--- src/pkg/hdtc_pkg.sv ---
package hdtc_pkg;
	// Register byte offsets
	localparam logic [8:0] HDTC_OFS_MAN_UPPER = 9'h14b;
	localparam logic [8:0] HDTC_OFS_MAN_LOWER = 9'h14c;
	localparam logic [8:0] HDTC_OFS_LOW_TRIP = 9'h14d;
	localparam logic [8:0] HDTC_OFS_MULT_HIGH = 9'h14e;
	localparam logic [8:0] HDTC_OFS_TRACK_CNT = 9'h14f;
	localparam logic [8:0] HDTC_OFS_DETECT = 9'h150;
	localparam logic [8:0] HDTC_OFS_STATUS = 9'h153;
	localparam logic [8:0] HDTC_OFS_MASK = 9'h154;
	localparam logic [8:0] HDTC_OFS_TRK_HI = 9'h155;
	localparam logic [8:0] HDTC_OFS_TRK_LO = 9'h156;
	localparam logic [8:0] HDTC_OFS_MODE = 9'h157;
	// Reset values
	localparam logic [7:0] HDTC_RST_MAN_UPPER = 8'h16;
	localparam logic [7:0] HDTC_RST_MAN_LOWER = 8'h00;
	localparam logic [5:0] HDTC_RST_LOW_TRIP = 6'h00;
	localparam logic [7:0] HDTC_RST_MULT_HIGH = 8'h00;
	localparam logic [7:0] HDTC_RST_TRACK_CNT = 8'h7f;
	localparam logic HDTC_RST_DETECT = 1'b0;
	localparam logic [2:0] HDTC_RST_MASK = 3'h0;
	localparam logic [9:0] HDTC_RST_TRACKED = 10'h200;
	// Field positions
	localparam int HDTC_MAN_HI_MSB = 1;
	localparam int HDTC_SEL_BIT = 2;
	localparam int HDTC_FORCE_BIT = 3;
	localparam int HDTC_TRACK_BIT = 4;
	localparam int HDTC_DETECT_BIT = 2;
	localparam int HDTC_MULT_LSB = 6;
	localparam int HDTC_TRIP_MSB = 5;
	localparam int HDTC_ST_LOW = 0;
	localparam int HDTC_ST_HIGH = 1;
	localparam int HDTC_ST_HOLD = 2;
	// Tracking rate multiplier values, in phase detector cycles
	localparam logic [14:0] HDTC_MULT_0 = 15'h0004;
	localparam logic [14:0] HDTC_MULT_1 = 15'h0040;
	localparam logic [14:0] HDTC_MULT_2 = 15'h0400;
	localparam logic [14:0] HDTC_MULT_3 = 15'h4000;
	localparam logic [5:0] HDTC_TRIP_TOP = 6'h3f;

	typedef enum logic {
		HDTC_TRACK = 1'b0,
		HDTC_HOLD = 1'b1
	} hdtc_mode_t;

	typedef struct packed {
		logic [8:0] addr;
		logic [7:0] wdata;
		logic wr;
		logic rd;
	} hdtc_bus_t;

	typedef struct packed {
		logic manual_sel;
		logic force_hold;
		logic track_en;
		logic detect_en;
		logic [1:0] mult;
		logic [5:0] high_n;
		logic [5:0] low_n;
		logic [9:0] manual_dac_value;
		logic [7:0] cnt;
	} hdtc_cfg_t;
endpackage

--- src/core/hdtc_core.sv ---
// Functional notes
// - Manual code is two upper plus eight lower bits
// - Manual mode drives DAC with manual code directly
// - Detection enabled: low threshold trip enters holdover
// - Detection enabled: near-supply threshold trip enters holdover
// - Multiplier field decodes to 4, 64, 1024, 16384
// - Trip marks input invalid, raises switch event
// - Update period is multiplier times counter setting, a zero setting counting as one
// - Holdover outputs manual or last tracked code
//
// The plain strobed port is this design's own decision.
`timescale 1ns/100ps
`default_nettype none
module hdtc_core
	import hdtc_pkg::*;
(
	input wire logic core_clk_in,
	input wire logic nrst_in,
	input wire hdtc_bus_t bus_in,
	output logic [7:0] rd_data_out,
	input wire logic [9:0] tune_level_in,
	input wire logic ref_locked_in,
	input wire logic holdover_exit_in,
	output logic [9:0] dac_code_out,
	output logic holdover_out,
	output logic clk_switch_event_out,
	output logic track_update_out,
	output logic irq_out
);

	logic [7:0] man_upper_reg;
	logic [7:0] man_lower_reg;
	logic [5:0] low_trip_reg;
	logic [7:0] mult_high_reg;
	logic [7:0] cnt_reg;
	logic detect_reg;
	logic [2:0] mask_reg;
	logic [2:0] status_reg;
	logic [2:0] status_next;
	logic [9:0] tracked_reg;
	logic [9:0] tracked_next;
	logic [9:0] dac_reg;
	logic [9:0] dac_next;
	logic [14:0] pre_reg;
	logic [14:0] pre_next;
	logic [7:0] div_reg;
	logic [7:0] div_next;
	logic event_reg;
	logic update_reg;
	logic [7:0] rd_data_reg;
	hdtc_mode_t mode_reg;
	hdtc_mode_t mode_next;
	hdtc_cfg_t cfg;

	// Address decode
	wire wr_man_upper = bus_in.wr && (bus_in.addr == HDTC_OFS_MAN_UPPER);
	wire wr_man_lower = bus_in.wr && (bus_in.addr == HDTC_OFS_MAN_LOWER);
	wire wr_low_trip = bus_in.wr && (bus_in.addr == HDTC_OFS_LOW_TRIP);
	wire wr_mult_high = bus_in.wr && (bus_in.addr == HDTC_OFS_MULT_HIGH);
	wire wr_track_cnt = bus_in.wr && (bus_in.addr == HDTC_OFS_TRACK_CNT);
	wire wr_detect = bus_in.wr && (bus_in.addr == HDTC_OFS_DETECT);
	wire wr_status = bus_in.wr && (bus_in.addr == HDTC_OFS_STATUS);
	wire wr_mask = bus_in.wr && (bus_in.addr == HDTC_OFS_MASK);

	assign cfg.manual_sel = man_upper_reg[HDTC_SEL_BIT];
	assign cfg.force_hold = man_upper_reg[HDTC_FORCE_BIT];
	assign cfg.track_en = man_upper_reg[HDTC_TRACK_BIT];
	assign cfg.detect_en = detect_reg;
	assign cfg.mult = mult_high_reg[HDTC_MULT_LSB+1:HDTC_MULT_LSB];
	assign cfg.high_n = mult_high_reg[HDTC_TRIP_MSB:0];
	assign cfg.low_n = low_trip_reg;
	// Upper two bits above the full lower byte
	assign cfg.manual_dac_value = {man_upper_reg[HDTC_MAN_HI_MSB:0],
		man_lower_reg};
	assign cfg.cnt = cnt_reg;

	// Multiplier decode
	wire [14:0] mult_val = (cfg.mult == 2'd0) ? HDTC_MULT_0 :
		(cfg.mult == 2'd1) ? HDTC_MULT_1 :
		(cfg.mult == 2'd2) ? HDTC_MULT_2 : HDTC_MULT_3;

	// Rate divider: prescale by multiplier, then by counter setting
	wire pre_wrap = (pre_reg >= (mult_val - 15'h0001));
	wire [7:0] div_target = (cfg.cnt == 8'h00) ? 8'h00 :
		(cfg.cnt - 8'h01);
	wire track_update = pre_wrap && (div_reg >= div_target);
	assign pre_next = pre_wrap ? 15'h0000 : (pre_reg + 15'h0001);
	assign div_next = !pre_wrap ? div_reg :
		(track_update ? 8'h00 : (div_reg + 8'h01));

	// Tracking only while locked and not in holdover
	wire sample_en = track_update && cfg.track_en && ref_locked_in &&
		(mode_reg == HDTC_TRACK);
	assign tracked_next = sample_en ? tune_level_in : tracked_reg;

	// Trip compare on each fresh sample, six-bit scale
	wire [5:0] level_scale = tune_level_in[9:4];
	wire low_hit = sample_en && cfg.detect_en &&
		(level_scale <= cfg.low_n);
	wire high_hit = sample_en && cfg.detect_en &&
		(level_scale >= (HDTC_TRIP_TOP - cfg.high_n));
	wire switch_event = low_hit || high_hit;

	// Holdover mode machine
	always_comb
	begin
		mode_next = mode_reg;
		case (mode_reg)
			HDTC_TRACK:
			begin
				if (switch_event || cfg.force_hold)
					mode_next = HDTC_HOLD;
			end
			HDTC_HOLD:
			begin
				if (holdover_exit_in && !cfg.force_hold)
					mode_next = HDTC_TRACK;
			end
			default:
			begin
				mode_next = HDTC_TRACK;
			end
		endcase
	end

	wire hold_entry = (mode_reg == HDTC_TRACK) && (mode_next == HDTC_HOLD);

	// Manual code whenever selected, otherwise last tracked code
	assign dac_next = cfg.manual_sel ? cfg.manual_dac_value :
		tracked_next;

	// Sticky events; a new event beats a same-cycle clear
	wire [2:0] set_vec = {hold_entry, high_hit, low_hit};
	wire [2:0] clr_vec = wr_status ? bus_in.wdata[2:0] : 3'h0;
	assign status_next = (status_reg & ~clr_vec) | set_vec;

	// Read selection
	wire [7:0] rd_mux =
		(bus_in.addr == HDTC_OFS_MAN_UPPER) ? man_upper_reg :
		(bus_in.addr == HDTC_OFS_MAN_LOWER) ? man_lower_reg :
		(bus_in.addr == HDTC_OFS_LOW_TRIP) ? {2'b00, low_trip_reg} :
		(bus_in.addr == HDTC_OFS_MULT_HIGH) ? mult_high_reg :
		(bus_in.addr == HDTC_OFS_TRACK_CNT) ? cnt_reg :
		(bus_in.addr == HDTC_OFS_DETECT) ?
			{5'h00, detect_reg, 2'b00} :
		(bus_in.addr == HDTC_OFS_STATUS) ? {5'h00, status_reg} :
		(bus_in.addr == HDTC_OFS_MASK) ? {5'h00, mask_reg} :
		(bus_in.addr == HDTC_OFS_TRK_HI) ? {6'h00, tracked_reg[9:8]} :
		(bus_in.addr == HDTC_OFS_TRK_LO) ? tracked_reg[7:0] :
		(bus_in.addr == HDTC_OFS_MODE) ? {7'h00, mode_reg} :
		8'h00;

	always_ff @(posedge core_clk_in or negedge nrst_in)
	begin
		if (!nrst_in)
		begin
			man_upper_reg <= HDTC_RST_MAN_UPPER;
			man_lower_reg <= HDTC_RST_MAN_LOWER;
			low_trip_reg <= HDTC_RST_LOW_TRIP;
			mult_high_reg <= HDTC_RST_MULT_HIGH;
		end
		else
		begin
			if (wr_man_upper)
				man_upper_reg <= bus_in.wdata;
			if (wr_man_lower)
				man_lower_reg <= bus_in.wdata;
			if (wr_low_trip)
				low_trip_reg <= bus_in.wdata[HDTC_TRIP_MSB:0];
			if (wr_mult_high)
				mult_high_reg <= bus_in.wdata;
		end
	end

	always_ff @(posedge core_clk_in or negedge nrst_in)
	begin
		if (!nrst_in)
		begin
			cnt_reg <= HDTC_RST_TRACK_CNT;
			detect_reg <= HDTC_RST_DETECT;
			mask_reg <= HDTC_RST_MASK;
			status_reg <= 3'h0;
		end
		else
		begin
			if (wr_track_cnt)
				cnt_reg <= bus_in.wdata;
			if (wr_detect)
				detect_reg <= bus_in.wdata[HDTC_DETECT_BIT];
			if (wr_mask)
				mask_reg <= bus_in.wdata[2:0];
			status_reg <= status_next;
		end
	end

	always_ff @(posedge core_clk_in or negedge nrst_in)
	begin
		if (!nrst_in)
		begin
			pre_reg <= 15'h0000;
			div_reg <= 8'h00;
			tracked_reg <= HDTC_RST_TRACKED;
			dac_reg <= HDTC_RST_TRACKED;
			mode_reg <= HDTC_TRACK;
		end
		else
		begin
			pre_reg <= pre_next;
			div_reg <= div_next;
			tracked_reg <= tracked_next;
			dac_reg <= dac_next;
			mode_reg <= mode_next;
		end
	end

	always_ff @(posedge core_clk_in or negedge nrst_in)
	begin
		if (!nrst_in)
		begin
			event_reg <= 1'b0;
			update_reg <= 1'b0;
			rd_data_reg <= 8'h00;
		end
		else
		begin
			event_reg <= switch_event;
			update_reg <= sample_en;
			rd_data_reg <= bus_in.rd ? rd_mux : 8'h00;
		end
	end

	assign rd_data_out = rd_data_reg;
	assign dac_code_out = dac_reg;
	assign holdover_out = (mode_reg == HDTC_HOLD);
	assign clk_switch_event_out = event_reg;
	assign track_update_out = update_reg;
	assign irq_out = |(status_reg & mask_reg);

	// Helper: cycles between divider wraps, valid once settings stand
	logic [21:0] gap_reg;
	logic gap_valid_reg;
	wire [21:0] gap_expect = 22'(mult_val) *
		22'((cfg.cnt == 8'h00) ? 8'h01 : cfg.cnt);
	always_ff @(posedge core_clk_in or negedge nrst_in)
	begin
		if (!nrst_in)
		begin
			gap_reg <= 22'h00_0000;
			gap_valid_reg <= 1'b0;
		end
		else
		begin
			gap_reg <= track_update ? 22'h00_0000 : (gap_reg + 22'h00_0001);
			if (wr_mult_high || wr_track_cnt)
				gap_valid_reg <= 1'b0;
			else if (track_update)
				gap_valid_reg <= 1'b1;
		end
	end
endmodule // hdtc_core
`default_nettype wire

--- config.mk ---
export PLATFORM = sky130hd
export DESIGN_NAME = hdtc_core
export DESIGN_NICKNAME = d
export VERILOG_FILES = /design/src/pkg/hdtc_pkg.sv /design/src/core/hdtc_core.sv
export SDC_FILE = /design/constraint.sdc
export NUM_CORES = 1
export LEC_CHECK = 0
export ABC_AREA = 1
export BUFFER_PORTS_ARGS = -buffer_cell sky130_fd_sc_hd__clkbuf_2
export CAP_MARGIN = 5
export CORE_ASPECT_RATIO = 1.2
export CORE_MARGIN = 5
export CORE_UTILIZATION = 60
export CTS_CLUSTER_SIZE = 16
export DETAILED_ROUTE_END_ITERATION = 8
export PLACE_DENSITY = 0.84
export SYNTH_ARGS = -nofsm -noshare
export SYNTH_HDL_FRONTEND = slang
export SYNTH_SLANG_ARGS = --single-unit
--- constraint.sdc ---
create_clock -name core_clk_in -period 3.1 [get_ports core_clk_in]
set_clock_uncertainty 0.2 [all_clocks]
set_input_delay 0.31 -clock core_clk_in [delete_from_list [all_inputs] [get_ports core_clk_in]]
set_output_delay 0.31 -clock core_clk_in [all_outputs]
set_load 0.03 [all_outputs]
# Word-level counts from Yosys, hierarchy flattened
# Index checks and enable logic that the tools add are counted.
# totals
reg_bits	99
inputBits	33
# op_classes
add_sub_neg	5
magnitude_cmp	4
eq_ne	13
mux	24
bitwise	5
n_reduce_logical	23
# op_table
operator	n
$mux 8	13
$eq 9x9->1 const B	11
$mux 15	4
$mux 10	2
$logic_and 1x1->1	17
$add 15x1->15 const B	1
$ge 15x15->1	1
$sub 15x1->15 const B	1
$add 8x1->8 const B	1
$ge 8x8->1	1
$logic_not 8->1	1
$sub 8x1->8 const B	1
$and 3x3->3	2
$ge 6x6->1	1
$le 6x6->1	1
$sub 6x6->6 const A	1
$mux 1	3
$mux 3	1
$not 3->3	1
$or 3x3->3	1
$reduce_or 3->1	1
$eq 2x1->1 const B	1
$eq 2x2->1 const B	1
$logic_not 2->1	1
other kinds (4)	5

# Longest topological paths before layout
# Gate-level depths: netlist (run 1).
# logic_depth
depth_word	18
ltp_mapped	18
ltp_nobuf	18

# Worst setup path after synthesis (run 1)
# Ideal clock, no wire load.
# synth_timing
kind	register to register
from	reg cnt_reg[0]
to	reg dac_reg[4], in the netlist dac_code_out[4]
setup_ps	130
arrival_time_ps	2359
t_required_ps	2770
setup_slack_ps	411
stages_incl_launch_ff	16
period_less_slack_ps	2689
cell_sequence	dfstp_2 > inv_1 > ha_1 > nand2_1 > nor3_1 > o21ai_0 > o21ai_0 > ha_1 > nand2_1 > nor2_1 > nand4_1 > nand3_1 > nand3_4 > buf_6 > o211ai_1 > o21ai_0
# synth_between
elab_chain_cells	9
word_cells_on_any_way	10
cone_classes	add/sub (1); order compare (1); mux (3); reduce/logical (5)
# synth_lines
element	line	rtl
start, declared	hdtc_core.sv:35	logic [7:0] cnt_reg;
start signal, assigned	hdtc_core.sv:187	cnt_reg <= bus_in.wdata;
$sub 8x1->8 / $logic_not 8->1 (equally long branches)	--	
$mux 8 (*)	hdtc_core.sv:84	wire [7:0] div_target = (cfg.cnt == 8'h00) ? 8'h00 :
$ge 8x8->1 (*)	hdtc_core.sv:86	wire track_update = pre_wrap && (div_reg >= div_target);
$logic_and 1x1->1 (*)	hdtc_core.sv:86	
$logic_and 1x1->1 (*) (3 in series)	hdtc_core.sv:92	wire sample_en = track_update && cfg.track_en && ref_locked_in &&
$mux 10 (*)	hdtc_core.sv:94	assign tracked_next = sample_en ? tune_level_in : tracked_reg;
$mux 10 (*)	hdtc_core.sv:129	assign dac_next = cfg.manual_sel ? cfg.manual_dac_value :
named net dac_next[4]	hdtc_core.sv:43	logic [9:0] dac_next;
end signal, assigned	hdtc_core.sv:211	dac_reg <= dac_next;
end, declared	hdtc_core.sv:42	logic [9:0] dac_reg;
# The timed path passes the listed nets; every way through them passes the cells marked *.
# A chain may end at the register's enable or synchronous reset.

# Worst setup path after layout (run 1)
# layout_timing
from	reg cnt_reg[0]
to	reg dac_reg[5], in the netlist dac_code_out[5]
# Same word-level chain as after synthesis.

==> metrics, run 1 <==
Max Slew Vio Count=0; post-layout power=3.43 mW; clk buf depth=2; GR met1 Demand/Resource=29.9%; commonest non-fill, non-tap cell in the layout=nand2_1; largest cells by area after synthesis=dfrtp_1, nand2_1, ha_1; layout cells sized above 1=19.4%; CP bufs+invs=2; Synth Area in Adders=7.61%; Slowest-stage cell, CP=dfstp_2; full die area=0.0117 sq mm; CP required=3.12 ns; most frequent cells in the layout=nand2_1, inv_1, dfrtp_1; Critical Path Max Stage Delay=0.54 ns; max FFs per register=15; crit-path leading delay family=simple AND/OR/NAND/NOR gates; Hold Fails Final Rpt=0; worst-path maximum fanout=12; dpl hpwl=10800 um; placed inst area=0.00612 sq mm; Leakage=3.27 nW; largest net degree at the start of global routing=86; # rows=39; Max-slew headroom=30.3%; placer congestion estimate=0.923; cell internal pwr=2.23 mW; Switching Fraction=34.8%; Max Cap Viol=0; CTS Sinks=99; DRT iter0 DRCs=338; met2 Use GR=46.8%; starting density of the core=60.8%; Worst-Margin Slew=1.04 ns; main combinational cell family by area after synthesis=simple AND/OR/NAND/NOR gates; CP cell instances=inv_1 > ha_2 > nand2_2 > nor3_4 > o21ai_0 > o21ai_0 > ha_1 > nand2_1 > nor2_1 > nand4_1 > nand3_2 > nand3_4 > buf_8 > o211ai_1 > o21ai_0; clock slew at reported path FFs=0.07 ns; simple-gate area share of the yosys netlist=24.1%; grt met3 use=4.39%; total CTS buffers=9; Root Driver=clkbuf_16; mux cell area share after synthesis=0.174%; CP startpoint kind=register; count of state elements after synthesis=99; Antenna diodes=0; via count=5035; Critical Path Sink Type=register; H-tree depth=3; worst hold slack=0.00862 ns; Core Region=0.00947 sq mm; post-synth net total=777; busiest grt layer=met2; Die X=99.4 um; Tightest Hold Check Type=in -> reg; status=completed; Comb pwr share=24.2%; total gr overflow=0; vias in the first global route=5145; global-route wire length before repair=23700 um; Syn Std Cell Area=0.00575 sq mm; Most Frequent Cell on Critical Path=o21ai_0; period utilization=93.2%; IO Pins=55; syn_area_per_cell=8.11 sq um; post-layout instance area=0.00649 sq mm; DP Cell Count=879; largest area contributor in the netlist=dfrtp_1; peak supply drop=0.342 mV; Final Worst Setup Slack=0.209 ns; die height=117 um; TritonCTS clock tree=built; worst-skew pair later-pin latency=0.35 ns; pre-CTS setup slack=0.0245 ns; Synth warnings=0; area grow syn2layout=12.8%; post-synth top area share=37.9%; P_sw=1.19 mW; Min Clock Period, post-route=2.89 ns; Clk pwr share=32.3%; wire per inst=16.0 um; xor-xnor portion of the synthesized cell area=0.457%; drt first pass iters=5; register area share after synthesis=43.3%; cell area power density=528 mW/mm^2; Worst Path Arrival=2.91 ns; setup violators final=0; sequential group share of total power=43.5%; initial antenna violation count=0; drt total wl=14400 um; setup TNS=0 ns; drt via density=5.61; All-Layer GR Usage=25.9%; complex-gate fraction of the synthesized area=15.7%; post-route ant nets=0; Synth Instances=709; post-layout util=68.5%; nets=838; Peak Freq=346 MHz; Yosys cell types=45; DRC=0; Port Buffers=54; Crit Path Category=reg -> reg; Finished Layout Cells=898
==> metal layers <==
layer  share of wire [%]  vias to the layer above
met5                   0                        -
met1                  39                     2378
met4                 4.0                        0
met2                  52                      169
li1                    -                     2448
met3                 5.2                       40
==> kinds of logic (layout without fill, tap and decap cells) <==
logic type | after synthesis | after routing
flip-flops | 99 | 99
multiplexers | 1 | 1
buffers and inverters | 119 | 185
XOR/XNOR | 3 | 3
AND/OR/NAND/NOR | 296 | 296
AO/OA/AOI/OAI | 156 | 156
adder cells (fa/ha/maj) | 35 | 35
==> tightest hold or removal path: stages <==
cell,delay (ns)
clkbuf_2,0.09
o21ai_2,0.06
inv_1,0.06
==> final cells by class <==
cell class,instances,area (sq um)
clock buffer,9,225
clock inverter,7,72.6
fill,748,2980
inverter,107,402
multi-input combinational,491,2790
sequential,99,2490
tap,123,154
timing repair buffer,62,355
==> synth_stat cells, drive strengths merged <==
cell	instances
nand2	172
inv	107
o21ai	98
dfrtp	87
nor2	57
a21oi	38
nand3	36
ha	35
nor3	14
dfstp	12
buf	11
nand4	10
o21a	6
o211ai	4
a31oi	3
o221ai	3
nor3b	2
nor4	2
xor2	2
a21boi	1
a21o	1
a22oi	1
and3	1
clkbuf	1
mux2i	1
nand3b	1
o21bai	1
or2	1
xnor2	1
==> path summary, 6_finish.rpt <==
check | start | to | slack [ns] | cells past startpoint
setup reg to reg | cnt_reg[0] | dac_code_out[5] | 0.21 | 15
setup / recovery | cnt_reg[0] | dac_code_out[5] | 0.21 | 15
hold reg to reg | cnt_reg[0] | cnt_reg[0] | 0.29 | 2
min in group asynchronous | nrst_in | pre_reg[12] | 0.48 | 2
max in group asynchronous | nrst_in | rd_data_out[2] | 1.46 | 3
hold / removal | tune_level_in[2] | tracked_reg[2] | 0.009 | 3
==> timing repair <==
action / CTS / global route
setup endpoints to repair: 0 / 32
buffers inserted: 0 / 0
gates resized for setup: 0 / 9
hold endpoints to repair: 27 / 0
hold buffers: 3 / 0
==> power groups by stage <==
stage               registers (mW)  clock network (mW)  logic, mW
finish                        1.49                1.11      0.828
global route                  1.50                1.18      0.934
CTS                           1.49                1.12      0.817
detailed placement            1.51                   0      0.811
global placement              1.51                   0      0.771
floorplan                     1.53                   0      0.559
Note: power is estimated with default switching activity, not from simulation.
==> run 2, diff against run 1 <==
--- a/config.mk
+++ b/config.mk
@@ -9,7 +9,7 @@
 export BUFFER_PORTS_ARGS = -buffer_cell sky130_fd_sc_hd__clkbuf_2
 export CAP_MARGIN = 5
 export CORE_ASPECT_RATIO = 1.2
-export CORE_MARGIN = 5
+export CORE_MARGIN = 1
 export CORE_UTILIZATION = 60
 export CTS_CLUSTER_SIZE = 16
 export DETAILED_ROUTE_END_ITERATION = 8
==> constraint.sdc (replaced) <==
create_clock -name core_clk_in -period 3.1 [get_ports core_clk_in]
set_clock_uncertainty 0.2 [all_clocks]
set_input_delay 0 -clock core_clk_in [delete_from_list [all_inputs] [get_ports core_clk_in]]
set_output_delay 0 -clock core_clk_in [all_outputs]
set_load 0.03 [all_outputs]
==> run 2 against run 1 <==
Die area down 14%. Utilization rose by 5.1 points. First-iteration DRC count is 8.6% lower. Sequential power about the same. Cell count is 3.6% higher. Wire length is 3.1% higher. Critical endpoint is now dac_code_out[8]. Maximum frequency is 2.3% lower.
==> metrics, run 2 (same netlist as run 1, synthesis figures left out) <==
status=completed (unchanged); Worst Path Arrival=3.03 ns (was 2.91 ns); CP required=3.17 ns (was 3.12 ns); Critical Path Sink Type=register (unchanged); vias in the first global route=5062 (was 5145); DP Cell Count=874 (was 879); H-tree depth=3 (unchanged); Finished Layout Cells=930 (was 898); DRC=0 (unchanged); full die area=0.00998 sq mm (was 0.0117 sq mm); Worst-Margin Slew=0.870 ns (was 1.04 ns); Slowest-stage cell, CP=dfstp_2 (unchanged); Worst path depth=15 (unchanged); Core Region=0.00918 sq mm (was 0.00947 sq mm); total gr overflow=0 (unchanged); starting density of the core=62.7% (was 60.8%); CTS Sinks=99 (unchanged); Die X=91.4 um (was 99.4 um); All-Layer GR Usage=31.6% (was 25.9%); cell area power density=498 mW/mm^2 (was 528 mW/mm^2); Hold Fails Final Rpt=0 (unchanged); CP bufs+invs=2 (unchanged); Switching Fraction=35.3% (was 34.8%); Tightest Hold Check Type=in -> async (was in -> reg); Final Worst Setup Slack=0.141 ns (was 0.209 ns); nets=873 (was 838); Peak Freq=338 MHz (was 346 MHz); worst-skew pair later-pin latency=0.38 ns (was 0.35 ns); period utilization=95.5% (was 93.2%); cell internal pwr=2.18 mW (was 2.23 mW); initial antenna violation count=0 (unchanged); most frequent cells in the layout=nand2_1, inv_1, dfrtp_1 (unchanged); Leakage=3.38 nW (was 3.27 nW); Root Driver=clkbuf_8 (was clkbuf_16); drt total wl=14900 um (was 14400 um); clk buf depth=2 (unchanged); CP startpoint kind=register (unchanged); global-route wire length before repair=23900 um (was 23700 um); Clk pwr share=27.8% (was 32.3%); layout cells sized above 1=19.4% (about the same); total CTS buffers=9 (unchanged); CP cell instances=inv_1 > ha_2 > nand2_4 > nor3_4 > o21ai_1 > o21ai_1 > ha_1 > nand2_1 > nor2_2 > nand4_1 > nand3_4 > buf_4 > nand3_2 > o21ai_2 > o21ai_2 (was inv_1 > ha_2 > nand2_2 > nor3_4 > o21ai_0 > o21ai_0 > ha_1 > nand2_1 > nor2_1 > nand4_1 > nand3_2 > nand3_4 > buf_8 > o211ai_1 > o21ai_0); dpl hpwl=10500 um (was 10800 um); max FFs per register=15 (unchanged); Min Clock Period, post-route=2.96 ns (was 2.89 ns); worst hold slack=0.0746 ns (was 0.00862 ns); # rows=38 (was 39); largest net degree at the start of global routing=69 (was 86); pre-CTS setup slack=-0.0600 ns (was 0.0245 ns); placer congestion estimate=0.938 (was 0.923); Critical Path Max Stage Delay=0.55 ns (was 0.54 ns); clock slew at reported path FFs=0.10 ns (was 0.07 ns); Crit Path Category=reg -> reg (unchanged); Comb pwr share=28.0% (was 24.2%); Max Slew Vio Count=0 (unchanged); post-route ant nets=0 (unchanged); FF-to-FF path depth=15 (unchanged); DRT iter0 DRCs=309 (was 338); Port Buffers=54 (unchanged); Antenna diodes=0 (unchanged); P_sw=1.19 mW (about the same); Max Cap Viol=0 (unchanged); TritonCTS clock tree=built (unchanged); drt via density=5.63 (was 5.61); sequential group share of total power=44.2% (was 43.5%); setup violators final=0 (unchanged); worst-path maximum fanout=6 (was 12); area grow syn2layout=17.4% (was 12.8%); IO Pins=55 (unchanged); crit-path leading delay family=simple AND/OR/NAND/NOR gates (unchanged); CP startpoint=cnt_reg[0] (unchanged); wire per inst=16.0 um (about the same); drt first pass iters=5 (unchanged); commonest non-fill, non-tap cell in the layout=nand2_1 (unchanged); via count=5238 (was 5035); peak supply drop=0.316 mV (was 0.342 mV); die height=109 um (was 117 um); reg-to-reg startpoint=cnt_reg[0] (unchanged); Max-slew headroom=42.0% (was 30.3%)
run 2: changes by cell type in the layout (fill, tap and decap cells not counted), sizes merged, moves of 2 or more:
cell,change
dlygate4sd3,+28
bufinv,+2
buf,+5
nand3,+2
clkbuf,+2
clkinv,-3
run 2: what timing repair did:
item / in CTS / in global routing
resized for setup: 6 / 11
endpoints found under the hold margin: 135 / 0
gates cloned: 1 / 1
pin swaps: 3 / 5
endpoints found under the setup margin: 4 / 29
hold buffers: 31 / 0
setup buffers: 5 / 2
run 2: per-stage QoR:
| step | area (sq um) | TNS, ns | power, mW | util [%] |
|---|---|---|---|---|
| global placement | 6100 | 0 | 2.27 | 66.5 |
| CTS | 6710 | 0 | 3.32 | 73.1 |
| finish | 6750 | 0 | 3.37 | 73.6 |
| floorplan | 5750 | 0 | 2.09 | - |
| detailed placement | 6100 | -0.129 | 2.32 | 66.5 |
| global route | 6750 | -0.159 | 3.54 | 73.6 |
run 2: power groups by stage:
stage	Combinational (mW)	Clock, mW	Sequential (mW)
final	0.943	0.936	1.49
after global routing	1.05	0.992	1.50
after CTS	0.898	0.942	1.48
after global placement	0.765	0	1.51
after detailed placement	0.809	0	1.51
after floorplan	0.559	0	1.53
run 2: layer usage:
metal  vias up  share of wire [%]  track usage (%)
met5         -                  0                0
met4         0                3.9             16.7
met3        40                4.7             5.37
met2       163                 52             56.6
met1      2512                 40             36.3
li1       2523                  -                -
run 2: final timing paths:
path | endpoint | slack, ns
setup / recovery | dac_code_out[8] | 0.14
setup reg to reg | dac_code_out[8] | 0.14
hold / removal | div_reg[6] | 0.07
min in group core_clk_in | tracked_reg[2] | 0.10
max in group asynchronous | tracked_reg[9] | 1.78
hold reg to reg | man_upper_reg[6] | 0.29
run 2: cell type report:
| class | count | area (sq um) |
|---|---|---|
| fill | 696 | 2420 |
| multi-input combinational | 493 | 2830 |
| sequential | 99 | 2490 |
| inverter | 107 | 402 |
| clock inverter | 5 | 85.1 |
| clock buffer | 11 | 131 |
| timing repair buffer | 95 | 662 |
| tap | 120 | 150 |
run 2: worst register-to-register path: stages (launching register included):
cell and delay, ns:
dfstp_2 0.55, inv_1 0.08, ha_2 0.23, nand2_4 0.09, nor3_4 0.05, o21ai_1 0.13, o21ai_1 0.10, ha_1 0.31
nand2_1 0.08, nor2_2 0.11, nand4_1 0.16, nand3_4 0.14, buf_4 0.15, nand3_2 0.19, o21ai_2 0.24, o21ai_2 0.06
